## config.mk

```make
export PLATFORM = sky130hd
export DESIGN_NAME = pmio_port
export DESIGN_NICKNAME = d
export VERILOG_FILES = /design/src/verilog/pmio_pkg.sv /design/src/verilog/pmio_regs_if.sv /design/src/verilog/pmio_axil.sv /design/src/verilog/pmio_pins.sv /design/src/verilog/pmio_port.sv
export SDC_FILE = /design/constraint.sdc
export NUM_CORES = 1
export LEC_CHECK = 0
export BUFFER_PORTS_ARGS = -buffer_cell sky130_fd_sc_hd__buf_2
export CAP_MARGIN = 30
export CORE_AREA = 2 2 112 114
export DETAILED_ROUTE_END_ITERATION = 7
export DIE_AREA = 0 0 114 116
export GPL_ROUTABILITY_DRIVEN = 0
export PLACE_DENSITY = 0.76
export SKIP_LAST_GASP = 1
export SYNTH_ARGS = -nofsm -noshare
export SYNTH_HDL_FRONTEND = slang
export SYNTH_HIERARCHICAL = 1
export SYNTH_SLANG_ARGS = --single-unit
export TNS_END_PERCENT = 1
```

## constraint.sdc

```tcl
create_clock -name i_clk -period 2.4 [get_ports i_clk]
set_input_delay 0 -clock i_clk [delete_from_list [all_inputs] [get_ports i_clk]]
set_output_delay 0 -clock i_clk [all_outputs]
set_load 0.01 [all_outputs]
```

## src/verilog/pmio_pkg.sv

```systemverilog
// pmio_pkg: constants and types for the mode-muxed eight-pin port.
// assumes: one 40 MHz clock, registers reached over axi4-lite.
package pmio_pkg;
  // register indices as numbered; the bus sees one 32-bit word per index
  localparam logic [15:0] PMIO_IDX_DIR = 16'hFFC0;
  localparam logic [15:0] PMIO_IDX_DATA = 16'hFFC1;
  // byte address is four times the index
  localparam logic [17:0] PMIO_OFF_DIR = {PMIO_IDX_DIR, 2'h0};
  localparam logic [17:0] PMIO_OFF_DATA = {PMIO_IDX_DATA, 2'h0};
  localparam logic [7:0] PMIO_DIR_RST_EXP = 8'h40;
  localparam logic [7:0] PMIO_DIR_RST_SC = 8'h00;
  localparam logic [7:0] PMIO_DATA_RST = 8'h00;
  localparam logic [1:0] PMIO_RESP_OKAY = 2'h0;
  localparam logic [1:0] PMIO_RESP_SLVERR = 2'h2;
  localparam int PMIO_PIN_CLK = 6;
  typedef enum logic [1:0] {PMIO_EXP1, PMIO_EXP2, PMIO_SINGLE} pmio_mode_e;
endpackage

```

## src/verilog/pmio_regs_if.sv

```systemverilog
// pmio_regs_if: register write strobes and values between bus slave and port core.
// assumes: single clock domain.
`timescale 1ns/100ps
interface pmio_regs_if;
  logic dir_we;
  logic data_we;
  logic [7:0] wdata;
  logic [7:0] dir;
  logic [7:0] data;
  logic [7:0] rd_view;
  modport slave (output dir_we, data_we, wdata, input dir, data, rd_view);
  modport core (input dir_we, data_we, wdata, output dir, data, rd_view);
endinterface

```

## src/verilog/pmio_axil.sv

```systemverilog
// pmio_axil: axi4-lite slave for the two port registers.
// assumes: one write and one read outstanding at most.
`timescale 1ns/100ps
module pmio_axil (
  input wire logic i_clk,
  input wire logic i_resetn,
  input wire logic [17:0] i_awaddr,
  input wire logic i_awvalid,
  output logic o_awready,
  input wire logic [31:0] i_wdata,
  input wire logic [3:0] i_wstrb,
  input wire logic i_wvalid,
  output logic o_wready,
  output logic [1:0] o_bresp,
  output logic o_bvalid,
  input wire logic i_bready,
  input wire logic [17:0] i_araddr,
  input wire logic i_arvalid,
  output logic o_arready,
  output logic [31:0] o_rdata,
  output logic [1:0] o_rresp,
  output logic o_rvalid,
  input wire logic i_rready,
  pmio_regs_if.slave regs
);
  logic aw_have_r, aw_have_nxt, w_have_r, w_have_nxt;
  logic [17:0] awaddr_r, awaddr_nxt;
  logic [7:0] wbyte_r, wbyte_nxt;
  logic wlane_r, wlane_nxt;
  logic bvalid_r, bvalid_nxt, rvalid_r, rvalid_nxt;
  logic [1:0] bresp_r, bresp_nxt, rresp_r, rresp_nxt;
  logic [31:0] rdata_r, rdata_nxt;
  logic do_wr;
  // ready lines kept in flops so no axi output is driven through a gate
  logic awready_r, wready_r, arready_r;

  // address and data taken in either order; response once both held
  always_comb begin
    aw_have_nxt = aw_have_r;
    w_have_nxt = w_have_r;
    awaddr_nxt = awaddr_r;
    wbyte_nxt = wbyte_r;
    wlane_nxt = wlane_r;
    bvalid_nxt = bvalid_r;
    bresp_nxt = bresp_r;
    do_wr = 1'b0;
    if (i_awvalid && !aw_have_r) begin
      aw_have_nxt = 1'b1;
      awaddr_nxt = i_awaddr;
    end
    if (i_wvalid && !w_have_r) begin
      w_have_nxt = 1'b1;
      wbyte_nxt = i_wdata[7:0];
      wlane_nxt = i_wstrb[0];
    end
    if (aw_have_r && w_have_r && !bvalid_r) begin
      do_wr = wlane_r;
      bvalid_nxt = 1'b1;
      aw_have_nxt = 1'b0;
      w_have_nxt = 1'b0;
      bresp_nxt = (awaddr_r[17:2] == pmio_pkg::PMIO_IDX_DIR ||
                   awaddr_r[17:2] == pmio_pkg::PMIO_IDX_DATA) ?
                  pmio_pkg::PMIO_RESP_OKAY : pmio_pkg::PMIO_RESP_SLVERR;
    end
    if (bvalid_r && i_bready) begin
      bvalid_nxt = 1'b0;
    end
  end

  always_comb begin
    regs.wdata = wbyte_r;
    regs.dir_we = do_wr && awaddr_r[17:2] == pmio_pkg::PMIO_IDX_DIR;
    regs.data_we = do_wr && awaddr_r[17:2] == pmio_pkg::PMIO_IDX_DATA;
  end

  // direction is write-only so it reads as zero
  always_comb begin
    rvalid_nxt = rvalid_r;
    rdata_nxt = rdata_r;
    rresp_nxt = rresp_r;
    if (i_arvalid && !rvalid_r) begin
      rvalid_nxt = 1'b1;
      rdata_nxt = 32'h0000_0000;
      rresp_nxt = pmio_pkg::PMIO_RESP_OKAY;
      if (i_araddr[17:2] == pmio_pkg::PMIO_IDX_DATA) begin
        rdata_nxt = {24'h00_0000, regs.rd_view};
      end else if (i_araddr[17:2] != pmio_pkg::PMIO_IDX_DIR) begin
        rresp_nxt = pmio_pkg::PMIO_RESP_SLVERR;
      end
    end else if (rvalid_r && i_rready) begin
      rvalid_nxt = 1'b0;
    end
  end

  always_ff @(posedge i_clk) begin
    if (!i_resetn) begin
      aw_have_r <= 1'b0;
      w_have_r <= 1'b0;
      awaddr_r <= 18'h0_0000;
      wbyte_r <= 8'h00;
      wlane_r <= 1'b0;
      bvalid_r <= 1'b0;
      bresp_r <= 2'h0;
      rvalid_r <= 1'b0;
      rdata_r <= 32'h0000_0000;
      rresp_r <= 2'h0;
      awready_r <= 1'b1;
      wready_r <= 1'b1;
      arready_r <= 1'b1;
    end else begin
      aw_have_r <= aw_have_nxt;
      w_have_r <= w_have_nxt;
      awaddr_r <= awaddr_nxt;
      wbyte_r <= wbyte_nxt;
      wlane_r <= wlane_nxt;
      bvalid_r <= bvalid_nxt;
      bresp_r <= bresp_nxt;
      rvalid_r <= rvalid_nxt;
      rdata_r <= rdata_nxt;
      rresp_r <= rresp_nxt;
      awready_r <= !aw_have_nxt;
      wready_r <= !w_have_nxt;
      arready_r <= !rvalid_nxt;
    end
  end

  assign o_awready = awready_r;
  assign o_wready = wready_r;
  assign o_bvalid = bvalid_r;
  assign o_bresp = bresp_r;
  assign o_arready = arready_r;
  assign o_rvalid = rvalid_r;
  assign o_rdata = rdata_r;
  assign o_rresp = rresp_r;
endmodule

```

## src/verilog/pmio_pins.sv

```systemverilog
// pmio_pins: three-flop synchroniser for the eight pad inputs.
// assumes: pads are asynchronous to i_clk.
`timescale 1ns/100ps
module pmio_pins (
  input wire logic i_clk,
  input wire logic i_resetn,
  input wire logic [7:0] i_pad,
  output logic [7:0] o_level
);
  logic [7:0] s1_r, s2_r, s3_r, lvl_r, lvl_nxt;

  // level moves only when stages two and three agree
  always_comb begin
    lvl_nxt = lvl_r;
    for (int i = 0; i < 8; i++) begin
      if (s2_r[i] == s3_r[i]) begin
        lvl_nxt[i] = s3_r[i];
      end
    end
  end

  always_ff @(posedge i_clk) begin
    if (!i_resetn) begin
      // park high: interrupt and strobe feeds are active low, no false request
      s1_r <= 8'hFF;
      s2_r <= 8'hFF;
      s3_r <= 8'hFF;
      lvl_r <= 8'hFF;
    end else begin
      s1_r <= i_pad;
      s2_r <= s1_r;
      s3_r <= s2_r;
      lvl_r <= lvl_nxt;
    end
  end

  assign o_level = lvl_r;
endmodule

```

## src/verilog/pmio_port.sv

```systemverilog
// pmio_port: mode-muxed eight-pin port with direction and data latch registers.
// assumes: mode, dual-port enable, standby and bus strobes come from on-chip
// logic on i_clk; pads are resolved by the bench from o_pad_out/o_pad_oe.
`timescale 1ns/100ps
module pmio_port (
  input wire logic i_clk,
  input wire logic i_resetn,
  input wire logic [17:0] i_awaddr,
  input wire logic i_awvalid,
  output logic o_awready,
  input wire logic [31:0] i_wdata,
  input wire logic [3:0] i_wstrb,
  input wire logic i_wvalid,
  output logic o_wready,
  output logic [1:0] o_bresp,
  output logic o_bvalid,
  input wire logic i_bready,
  input wire logic [17:0] i_araddr,
  input wire logic i_arvalid,
  output logic o_arready,
  output logic [31:0] o_rdata,
  output logic [1:0] o_rresp,
  output logic o_rvalid,
  input wire logic i_rready,
  input wire pmio_pkg::pmio_mode_e i_mode,
  input wire logic i_dualport_slave_enable,
  input wire logic i_hw_standby,
  input wire logic i_sw_standby,
  input wire logic i_sysclk_level,
  input wire logic i_rd_strobe_n,
  input wire logic i_wr_strobe_n,
  input wire logic i_addr_strobe_n,
  input wire logic i_ready_n,
  input wire logic [7:0] i_pad_in,
  output logic [7:0] o_pad_out,
  output logic [7:0] o_pad_oe,
  output logic [7:0] o_pullup_en,
  output logic o_ext_interrupt_zero,
  output logic o_ext_interrupt_one,
  output logic o_ext_interrupt_two,
  output logic o_converter_trigger_in,
  output logic o_chip_select_n,
  output logic o_output_enable_n,
  output logic o_write_enable_n,
  output logic o_bus_wait_n
);
  pmio_regs_if regs ();
  logic [7:0] pin_lvl;
  logic [7:0] dir_r, dir_nxt, data_r, data_nxt;
  logic [7:0] out_r, out_nxt, oe_r, oe_nxt, pu_r, pu_nxt;
  logic [7:0] irq_r, irq_nxt;
  logic expanded, slave;
  logic [7:0] gpio_mask;

  // axi responses come from the slave's own registers
  pmio_axil u_axil (
    .i_clk(i_clk),
    .i_resetn(i_resetn),
    .i_awaddr(i_awaddr),
    .i_awvalid(i_awvalid),
    .o_awready(o_awready),
    .i_wdata(i_wdata),
    .i_wstrb(i_wstrb),
    .i_wvalid(i_wvalid),
    .o_wready(o_wready),
    .o_bresp(o_bresp),
    .o_bvalid(o_bvalid),
    .i_bready(i_bready),
    .i_araddr(i_araddr),
    .i_arvalid(i_arvalid),
    .o_arready(o_arready),
    .o_rdata(o_rdata),
    .o_rresp(o_rresp),
    .o_rvalid(o_rvalid),
    .i_rready(i_rready),
    .regs(regs.slave)
  );

  pmio_pins u_pins (
    .i_clk(i_clk),
    .i_resetn(i_resetn),
    .i_pad(i_pad_in),
    .o_level(pin_lvl)
  );

  // function selection is purely from mode inputs
  always_comb begin
    expanded = (i_mode != pmio_pkg::PMIO_SINGLE);
    slave = !expanded && i_dualport_slave_enable;
    // pins that behave as plain i/o under the registers
    gpio_mask = 8'h07;
    if (!expanded && !slave) begin
      gpio_mask = 8'hBF;
    end
  end

  // register state; reset value of direction follows the current mode
  always_comb begin
    dir_nxt = dir_r;
    data_nxt = data_r;
    if (regs.dir_we) begin
      dir_nxt = regs.wdata;
    end
    if (regs.data_we) begin
      data_nxt = regs.wdata;
    end
  end

  // pad drive, enable and pull-up per pin
  always_comb begin
    out_nxt = out_r;
    oe_nxt = oe_r;
    pu_nxt = pu_r;
    if (i_hw_standby) begin
      oe_nxt = 8'h00;
      pu_nxt = 8'h00;
    end else if (i_sw_standby) begin
      // hold everything; bus strobes and clock parked high
      if (expanded) begin
        out_nxt[5:3] = 3'h7;
      end
      if (oe_r[pmio_pkg::PMIO_PIN_CLK]) begin
        out_nxt[pmio_pkg::PMIO_PIN_CLK] = 1'b1;
      end
    end else begin
      for (int i = 0; i < 8; i++) begin
        out_nxt[i] = data_r[i];
        oe_nxt[i] = gpio_mask[i] & dir_r[i];
        pu_nxt[i] = !dir_r[i] & data_r[i];
      end
      if (expanded) begin
        out_nxt[3] = i_rd_strobe_n;
        out_nxt[4] = i_wr_strobe_n;
        out_nxt[5] = i_addr_strobe_n;
        oe_nxt[5:3] = 3'h7;
        pu_nxt[5:3] = 3'h0;
        out_nxt[6] = i_sysclk_level;
        oe_nxt[6] = 1'b1;
        pu_nxt[6] = 1'b0;
        oe_nxt[7] = 1'b0;
      end else begin
        oe_nxt[6] = dir_r[6];
        if (dir_r[6]) begin
          out_nxt[6] = i_sysclk_level;
        end
        if (slave) begin
          oe_nxt[4:3] = 2'h0;
          out_nxt[5] = i_ready_n;
          oe_nxt[5] = 1'b1;
          pu_nxt[5] = 1'b0;
          oe_nxt[7] = 1'b0;
        end
      end
    end
  end

  // alternate inputs follow the live pin level
  always_comb begin
    irq_nxt = {expanded ? pin_lvl[7] : 1'b1,
               1'b1,
               slave ? pin_lvl[7] : 1'b1,
               slave ? pin_lvl[4] : 1'b1,
               slave ? pin_lvl[3] : 1'b1,
               pin_lvl[2:0]};
  end

  always_ff @(posedge i_clk) begin
    if (!i_resetn) begin
      dir_r <= (i_mode != pmio_pkg::PMIO_SINGLE) ?
               pmio_pkg::PMIO_DIR_RST_EXP : pmio_pkg::PMIO_DIR_RST_SC;
      data_r <= pmio_pkg::PMIO_DATA_RST;
      out_r <= 8'hFF;
      oe_r <= 8'h00;
      pu_r <= 8'h00;
      irq_r <= 8'hFF;
    end else begin
      dir_r <= dir_nxt;
      data_r <= data_nxt;
      out_r <= out_nxt;
      oe_r <= oe_nxt;
      pu_r <= pu_nxt;
      irq_r <= irq_nxt;
    end
  end

  // latch for outputs, live level for every input or alternate pin
  always_comb begin
    regs.dir = dir_r;
    regs.data = data_r;
    regs.rd_view = (dir_r & gpio_mask & data_r) | (~(dir_r & gpio_mask) & pin_lvl);
  end

  assign o_pad_out = out_r;
  assign o_pad_oe = oe_r;
  assign o_pullup_en = pu_r;
  assign o_ext_interrupt_two = irq_r[0];
  assign o_converter_trigger_in = irq_r[0];
  assign o_ext_interrupt_one = irq_r[1];
  assign o_ext_interrupt_zero = irq_r[2];
  assign o_chip_select_n = irq_r[3];
  assign o_output_enable_n = irq_r[4];
  assign o_write_enable_n = irq_r[5];
  assign o_bus_wait_n = irq_r[7];
endmodule

```

==> impl_metrics.json, run 1 <==
{
  "async_reset_ff_frac": 0,
  "synthDistinctLibCells": 44,
  "fin_crit_ns": 2.258,
  "post_cts_resized": 0,
  "wl_microns": 10720,
  "crit_path_end_kind": "flop",
  "synth_edf_count": 8,
  "grt_usage": 0.1693,
  "start_kind": "flop",
  "clk_pin_slew_ns": 0.05,
  "status": "complete, no violations",
  "tns_ns": 0,
  "grt_pass1_vias": 3638,
  "rsz0062_at_grt": "false",
  "crit_type": "flop to flop",
  "firstDrtPassIters": 4,
  "grt_max_degree": 47,
  "finalSetupViolCount": 0,
  "fill_cells": 1070,
  "hold_viol_final": 0,
  "ys_ff_latch": 121,
  "avgSynthCellArea_sq_um": 9.456,
  "synthCells": 495,
  "post_cts_buffers": 0,
  "gr-total-overflow": 0,
  "combPwrFrac": 0.076,
  "diodes": 0,
  "route.vias.total": 3813,
  "ir_drop_uv": 416.0,
  "via_per_inst": 4.737,
  "slew_viol_final": 0,
  "dieArea_sq_um": 13220,
  "yosys_warnings": 6,
  "finalClockSkew_ns": 0.006010,
  "fmax_ghz": 0.4429,
  "die_w_microns": 114,
  "clockBufferDepth": 2,
  "cts-htree-levels": 4,
  "power_switching_uw": 1062,
  "drive_above_1_share": 0.2371,
  "antenna_found_initial": 0,
  "synth-seq-area-share": 0.5346,
  "hp-class": "primary input to flop",
  "pin_count": 170,
  "period_share": 0.9407,
  "p_leak_uw": 0.002546,
  "maxSlewHeadroom": 0.5685,
  "grt_first_pass_wirelength_microns": 17080,
  "drtIter0Drc": 281,
  "final-seq-area_sq_um": 2502,
  "maxCapViolations": 0,
  "initial_utilization": 0.3930,
  "port-buffer-count": 112,
  "synth_flop_cell": "dfxtp_1",
  "arrival_ns": 2.32,
  "cts_tree": "yes",
  "cts_root_buf": "clkbuf_16",
  "p_sw_frac": 0.2189,
  "place_inst": 727,
  "hold_buffers": 46,
  "netlist_area_sq_um": 4681,
  "clock_power_share": 0.481,
  "rows": 40,
  "antenna_left": 0,
  "drcViolationCount": 0,
  "cellPowerDensity_nw_per_um2": 777.9,
  "p_int_uw": 3791,
  "core_region_area_sq_um": 11910,
  "die_h_microns": 116,
  "tightestPinTransition_ns": 0.6472,
  "power.total_uw": 4853,
  "wl_per_cell_microns": 13.32,
  "place_hpwl_microns": 7282,
  "p_seq_frac": 0.444,
  "fin_cells": 805,
  "worstPathRequired_ns": 2.46,
  "cts.sinks": 121,
  "worstSkewPairLatency_ns": 0.41,
  "multi_input_area_sq_um": 1918,
  "fin_nets": 742,
  "area_growth_pct": 33.28,
  "cts_buffers": 17,
  "crit_fanout": 8
}
==> final timing paths <==
kind         cells past startpoint               start        endpoint  slack, ns
min                              3           i_ready_n    o_pad_out[5]       0.03
max reg2reg                      4  u_axil/awaddr_r[4]        dir_r[4]       0.14
min reg2reg                      1      u_pins/s1_r[5]  u_pins/s2_r[5]       0.40
max                              4  u_axil/awaddr_r[4]        dir_r[4]       0.14
==> area by class of cell <==
| class | count | share of cell area |
|---|---|---|
| inverter | 5 | 0.003008 |
| clock inverter | 12 | 0.01725 |
| multi-input combinational | 337 | 0.3075 |
| timing repair buffer | 163 | 0.1717 |
| clock buffer | 20 | 0.07000 |
| tap | 147 | 0.02948 |
| sequential | 121 | 0.4011 |
==> cells in the mapped netlist, drive strengths merged, types with 3 or more instances <==
library cell | number | share of area
nand3b | 7 | 0.011
nand2 | 78 | 0.063
nand4b | 4 | 0.0075
inv | 5 | 0.0040
nor3 | 9 | 0.0096
mux2i | 11 | 0.024
o21ai | 18 | 0.019
nand3 | 14 | 0.015
buf | 39 | 0.057
nor2 | 23 | 0.018
edfxtp | 8 | 0.051
nor3b | 7 | 0.012
and2 | 7 | 0.0094
or4 | 3 | 0.0048
nor2b | 17 | 0.023
clkbuf | 18 | 0.014
a21oi | 20 | 0.021
mux2 | 8 | 0.019
nand2b | 36 | 0.048
a21boi | 26 | 0.042
or2 | 3 | 0.0040
dfxtp | 113 | 0.48
==> kinds of logic after synthesis <==
| logic type | share of synthesized area |
|---|---|
| mux | 0.04277 |
| simple gates | 0.2443 |
| flops | 0.5346 |
| buf+inv | 0.07565 |
| other cells | 0.0008012 |
| compound gates | 0.1018 |
==> routing by layer <==
layer / up-vias / GRT usage / part of all wire
met5: - / 0 / 0
met4: 0 / 0.07642 / 0.011
met3: 13 / 0.05701 / 0.060
met2: 134 / 0.2837 / 0.48
met1: 1758 / 0.1973 / 0.44
li1: 1908 / - / -
==> placed cells by master, fill, tap and decap left out, types with 2 or more instances in the layout <==
cell type,netlist,routed
a21boi_0,23,23
o221ai_1,2,2
o21ai_0,10,10
o21ai_1,8,8
bufinv_16,0,2
dfxtp_1,113,113
or4b_1,2,2
a2bb2oi_1,2,2
buf_4,27,4
nand4bb_1,2,2
nand2b_1,36,36
nand2_1,78,78
edfxtp_1,8,8
mux2i_1,11,11
clkbuf_1,18,3
clkinv_2,0,5
nand3_1,14,14
a21oi_1,20,20
and2_1,7,7
buf_2,10,112
conb_1,1,26
dlygate4sd3_1,0,46
nor3b_1,6,6
inv_1,5,5
or2_2,3,3
a21boi_1,3,3
clkinv_1,0,4
nand4b_1,4,4
nand4_1,2,2
mux2_2,8,8
clkbuf_16,0,17
or4_1,3,3
nor3_1,9,9
nor2_1,23,23
nand3b_1,7,7
nor2b_1,17,17
==> registers in the layout (all words and copies together) (netlist names), 7 cells and up <==
| name | flops |
|---|---|
| o_pad_out | 8 |
| data_r | 8 |
| u_axil/o_rdata | 8 |
| u_pins/o_level | 8 |
| u_axil/regs.wdata | 8 |
| u_axil/awaddr_r | 16 |
| o_pullup_en | 8 |
| irq_r | 7 |
| o_pad_oe | 8 |
| u_pins/s2_r | 8 |
| u_pins/s3_r | 8 |
| u_pins/s1_r | 8 |
| dir_r | 8 |
==> per-stage QoR <==
stage          area (sq um)  worst slack, ns  hold WS [ns]  utilization
2_1_floorplan          4775           0.1687       0.07304            -
3_3_place_gp           5234           0.1914        0.1800       0.4394
3_5_place_dp           5234           0.1436        0.1892       0.4394
4_1_cts                6238           0.1384       0.01276       0.5237
5_1_grt                6238          0.02000       0.04583       0.5237
6_report               6238           0.1424       0.03082       0.5237
==> power by group through the flow <==
stage	Sequential, uW	Combinational (uW)	Clock (uW)
floorplan	2190	218	0
global placement	2190	299	0
detailed placement	2190	307	0
CTS	2150	366	2400
global route	2160	407	2480
finish	2150	367	2330
==> critical path: stages, from the launching register on <==
cell and delay [ns]:
dfxtp_1 0.30, or4_1 0.50, or4_1 0.54, nor3_1 0.18
nand2b_1 0.38
Note: power is estimated with default switching activity, not from simulation.
==> run 2, diff against run 1 <==
Settings changed: CORE_AREA 2 2 112 114 to 2 2 95 133, DIE_AREA 0 0 114 116 to 0 0 97 135.
==> run 2 against run 1 <==
Compared with the run above: clock power up 11%; sequential share of layout area is 0.17 points lower; cell count fell by 0.37%; global-route usage rose by 0.089 points; final area is 0.42% higher; die area down 0.98%; combinational power about the same; critical path type unchanged; critical endpoint is now dir_r[3].
==> impl_metrics.json, run 2 (synthesis gave the netlist of run 1 again) <==
{
  "status": "complete, no violations",
  "drive_above_1_share": 0.2412,
  "clk_pin_slew_ns": 0.06,
  "port-buffer-count": 112,
  "die_w_microns": 97,
  "finalSetupViolCount": 0,
  "maxSlewHeadroom": 0.5913,
  "hold_buffers": 44,
  "p_seq_frac": 0.421,
  "fmax_ghz": 0.4459,
  "antenna_found_initial": 0,
  "wl_microns": 10820,
  "fill_cells": 1032,
  "worstPathRequired_ns": 2.47,
  "rows": 47,
  "drtIter0Drc": 207,
  "cts_tree": "yes",
  "start_kind": "flop",
  "grt_pass1_vias": 3713,
  "die_h_microns": 135,
  "post_cts_buffers": 0,
  "crit_path_top_delay_cell": "or4_1",
  "final_common_cell": "dfxtp_1",
  "pin_count": 170,
  "p_sw_frac": 0.2139,
  "cts-htree-levels": 4,
  "min-delay-start": "i_rd_strobe_n",
  "worstSkewPairLatency_ns": 0.41,
  "crit_path_end_kind": "flop",
  "antenna_left": 0,
  "ir_drop_uv": 570.5,
  "fin_crit_ns": 2.243,
  "drcViolationCount": 0,
  "fin_nets": 739,
  "hold_viol_final": 0,
  "cp_top_family": "simple AND/OR/NAND/NOR gates",
  "finalClockSkew_ns": 0.006479,
  "place_inst": 726,
  "crit_start": "u_axil/awaddr_r[4]",
  "period_share": 0.9344,
  "cellPowerDensity_nw_per_um2": 814.8,
  "grt_max_degree": 51,
  "place_hpwl_microns": 7395,
  "final_cell_mix": "113 x dfxtp_1, 112 x buf_2, 78 x nand2_1",
  "critPathBufInv": 0,
  "route.vias.total": 3808,
  "path_cells": "or4_1 > or4_1 > nor3_1 > nand2b_1",
  "initial_utilization": 0.3960,
  "clockBufferDepth": 2,
  "combPwrFrac": 0.072,
  "slew_viol_final": 0,
  "cts.sinks": 121,
  "cts_root_buf": "clkbuf_16",
  "fin_cells": 802,
  "wl_per_cell_microns": 13.50,
  "hp-class": "primary input to flop",
  "post_cts_resized": 0,
  "crit_type": "flop to flop",
  "gr-total-overflow": 0,
  "area_growth_pct": 33.84,
  "crit_fanout": 8,
  "p_leak_uw": 0.002551,
  "tightestPinTransition_ns": 0.6130,
  "core_region_area_sq_um": 11820,
  "diodes": 0,
  "cts_buffers": 17,
  "arrival_ns": 2.31,
  "slowest_delay_ns": 0.53,
  "largest_register_ffs": 16,
  "firstDrtPassIters": 4,
  "regMostFlops": "u_axil/awaddr_r",
  "cpMostUsedCell": "or4_1",
  "grt_first_pass_wirelength_microns": 17570,
  "rsz0062_at_grt": "false",
  "tns_ns": 0,
  "p_int_uw": 4013,
  "via_per_inst": 4.748,
  "maxCapViolations": 0,
  "grt_usage": 0.1702,
  "dieArea_sq_um": 13100,
  "r2r-start": "u_axil/awaddr_r[4]",
  "power_switching_uw": 1092,
  "clock_power_share": 0.507
}
-- run 2: changes by cell type in the layout (fill, tap and decap cells not counted), moves of 2 or more --
cell           change
clkinv_4           +2
bufinv_16          +2
dlygate4sd3_1      -2
clkinv_2           -3
clkinv_1           -2
clkinvlp_4         +2
-- run 2: per-layer routing --
layer / vias up / routed length (microns) / global-route usage
met5: - / 0 / 0
met1: 1761 / 4342 / 0.1834
met3: 15 / 617 / 0.06263
li1: 1897 / - / -
met2: 135 / 5682 / 0.3059
met4: 0 / 181 / 0.06025
-- run 2: worst min-delay path, cell delays in order --
cell and delay [ns]:
buf_2 0.08, nor2_1 0.03, a2bb2oi_1 0.12, o221ai_1 0.17
-- run 2: worst paths after layout --
path	slack, ns	depth (start not counted)	to
max	0.16	4	dir_r[3]
min	0.04	4	o_pad_out[3]
max reg2reg	0.16	4	dir_r[3]
min reg2reg	0.40	1	u_pins/s2_r[6]
-- run 2: area by class of cell --
class	count	area (sq um)	share of cell area
clock buffers	19	432.9	0.06910
inverters	5	18.77	0.002996
well taps	147	183.9	0.02936
clock inverters	13	177.7	0.02836
repair buffers	160	1031	0.1646
multi-input cells	337	1918	0.3062
flip-flops and latches	121	2502	0.3994
-- run 2: power groups by stage --
stage / registers (uW) / clock network (uW) / logic, uW
2_1_floorplan: 2190 / 0 / 218
3_3_place_gp: 2190 / 0 / 295
3_5_place_dp: 2190 / 0 / 304
4_1_cts: 2150 / 2640 / 361
5_1_grt: 2160 / 2740 / 403
6_report: 2150 / 2590 / 365
-- run 2: per-stage QoR --
stage                     hold WS (ns)  area, sq um  setup slack [ns]    util  total power [uW]
after floorplan                0.07304         4775            0.1687       -              2410
after global placement          0.1813         5214            0.1972  0.4411              2484
after detailed placement        0.1830         5214            0.1612  0.4411              2496
after CTS                      0.01830         6265            0.1536  0.5300              5147
after global routing           0.04605         6265           0.05298  0.5300              5299
final                          0.04114         6265            0.1574  0.5300              5105
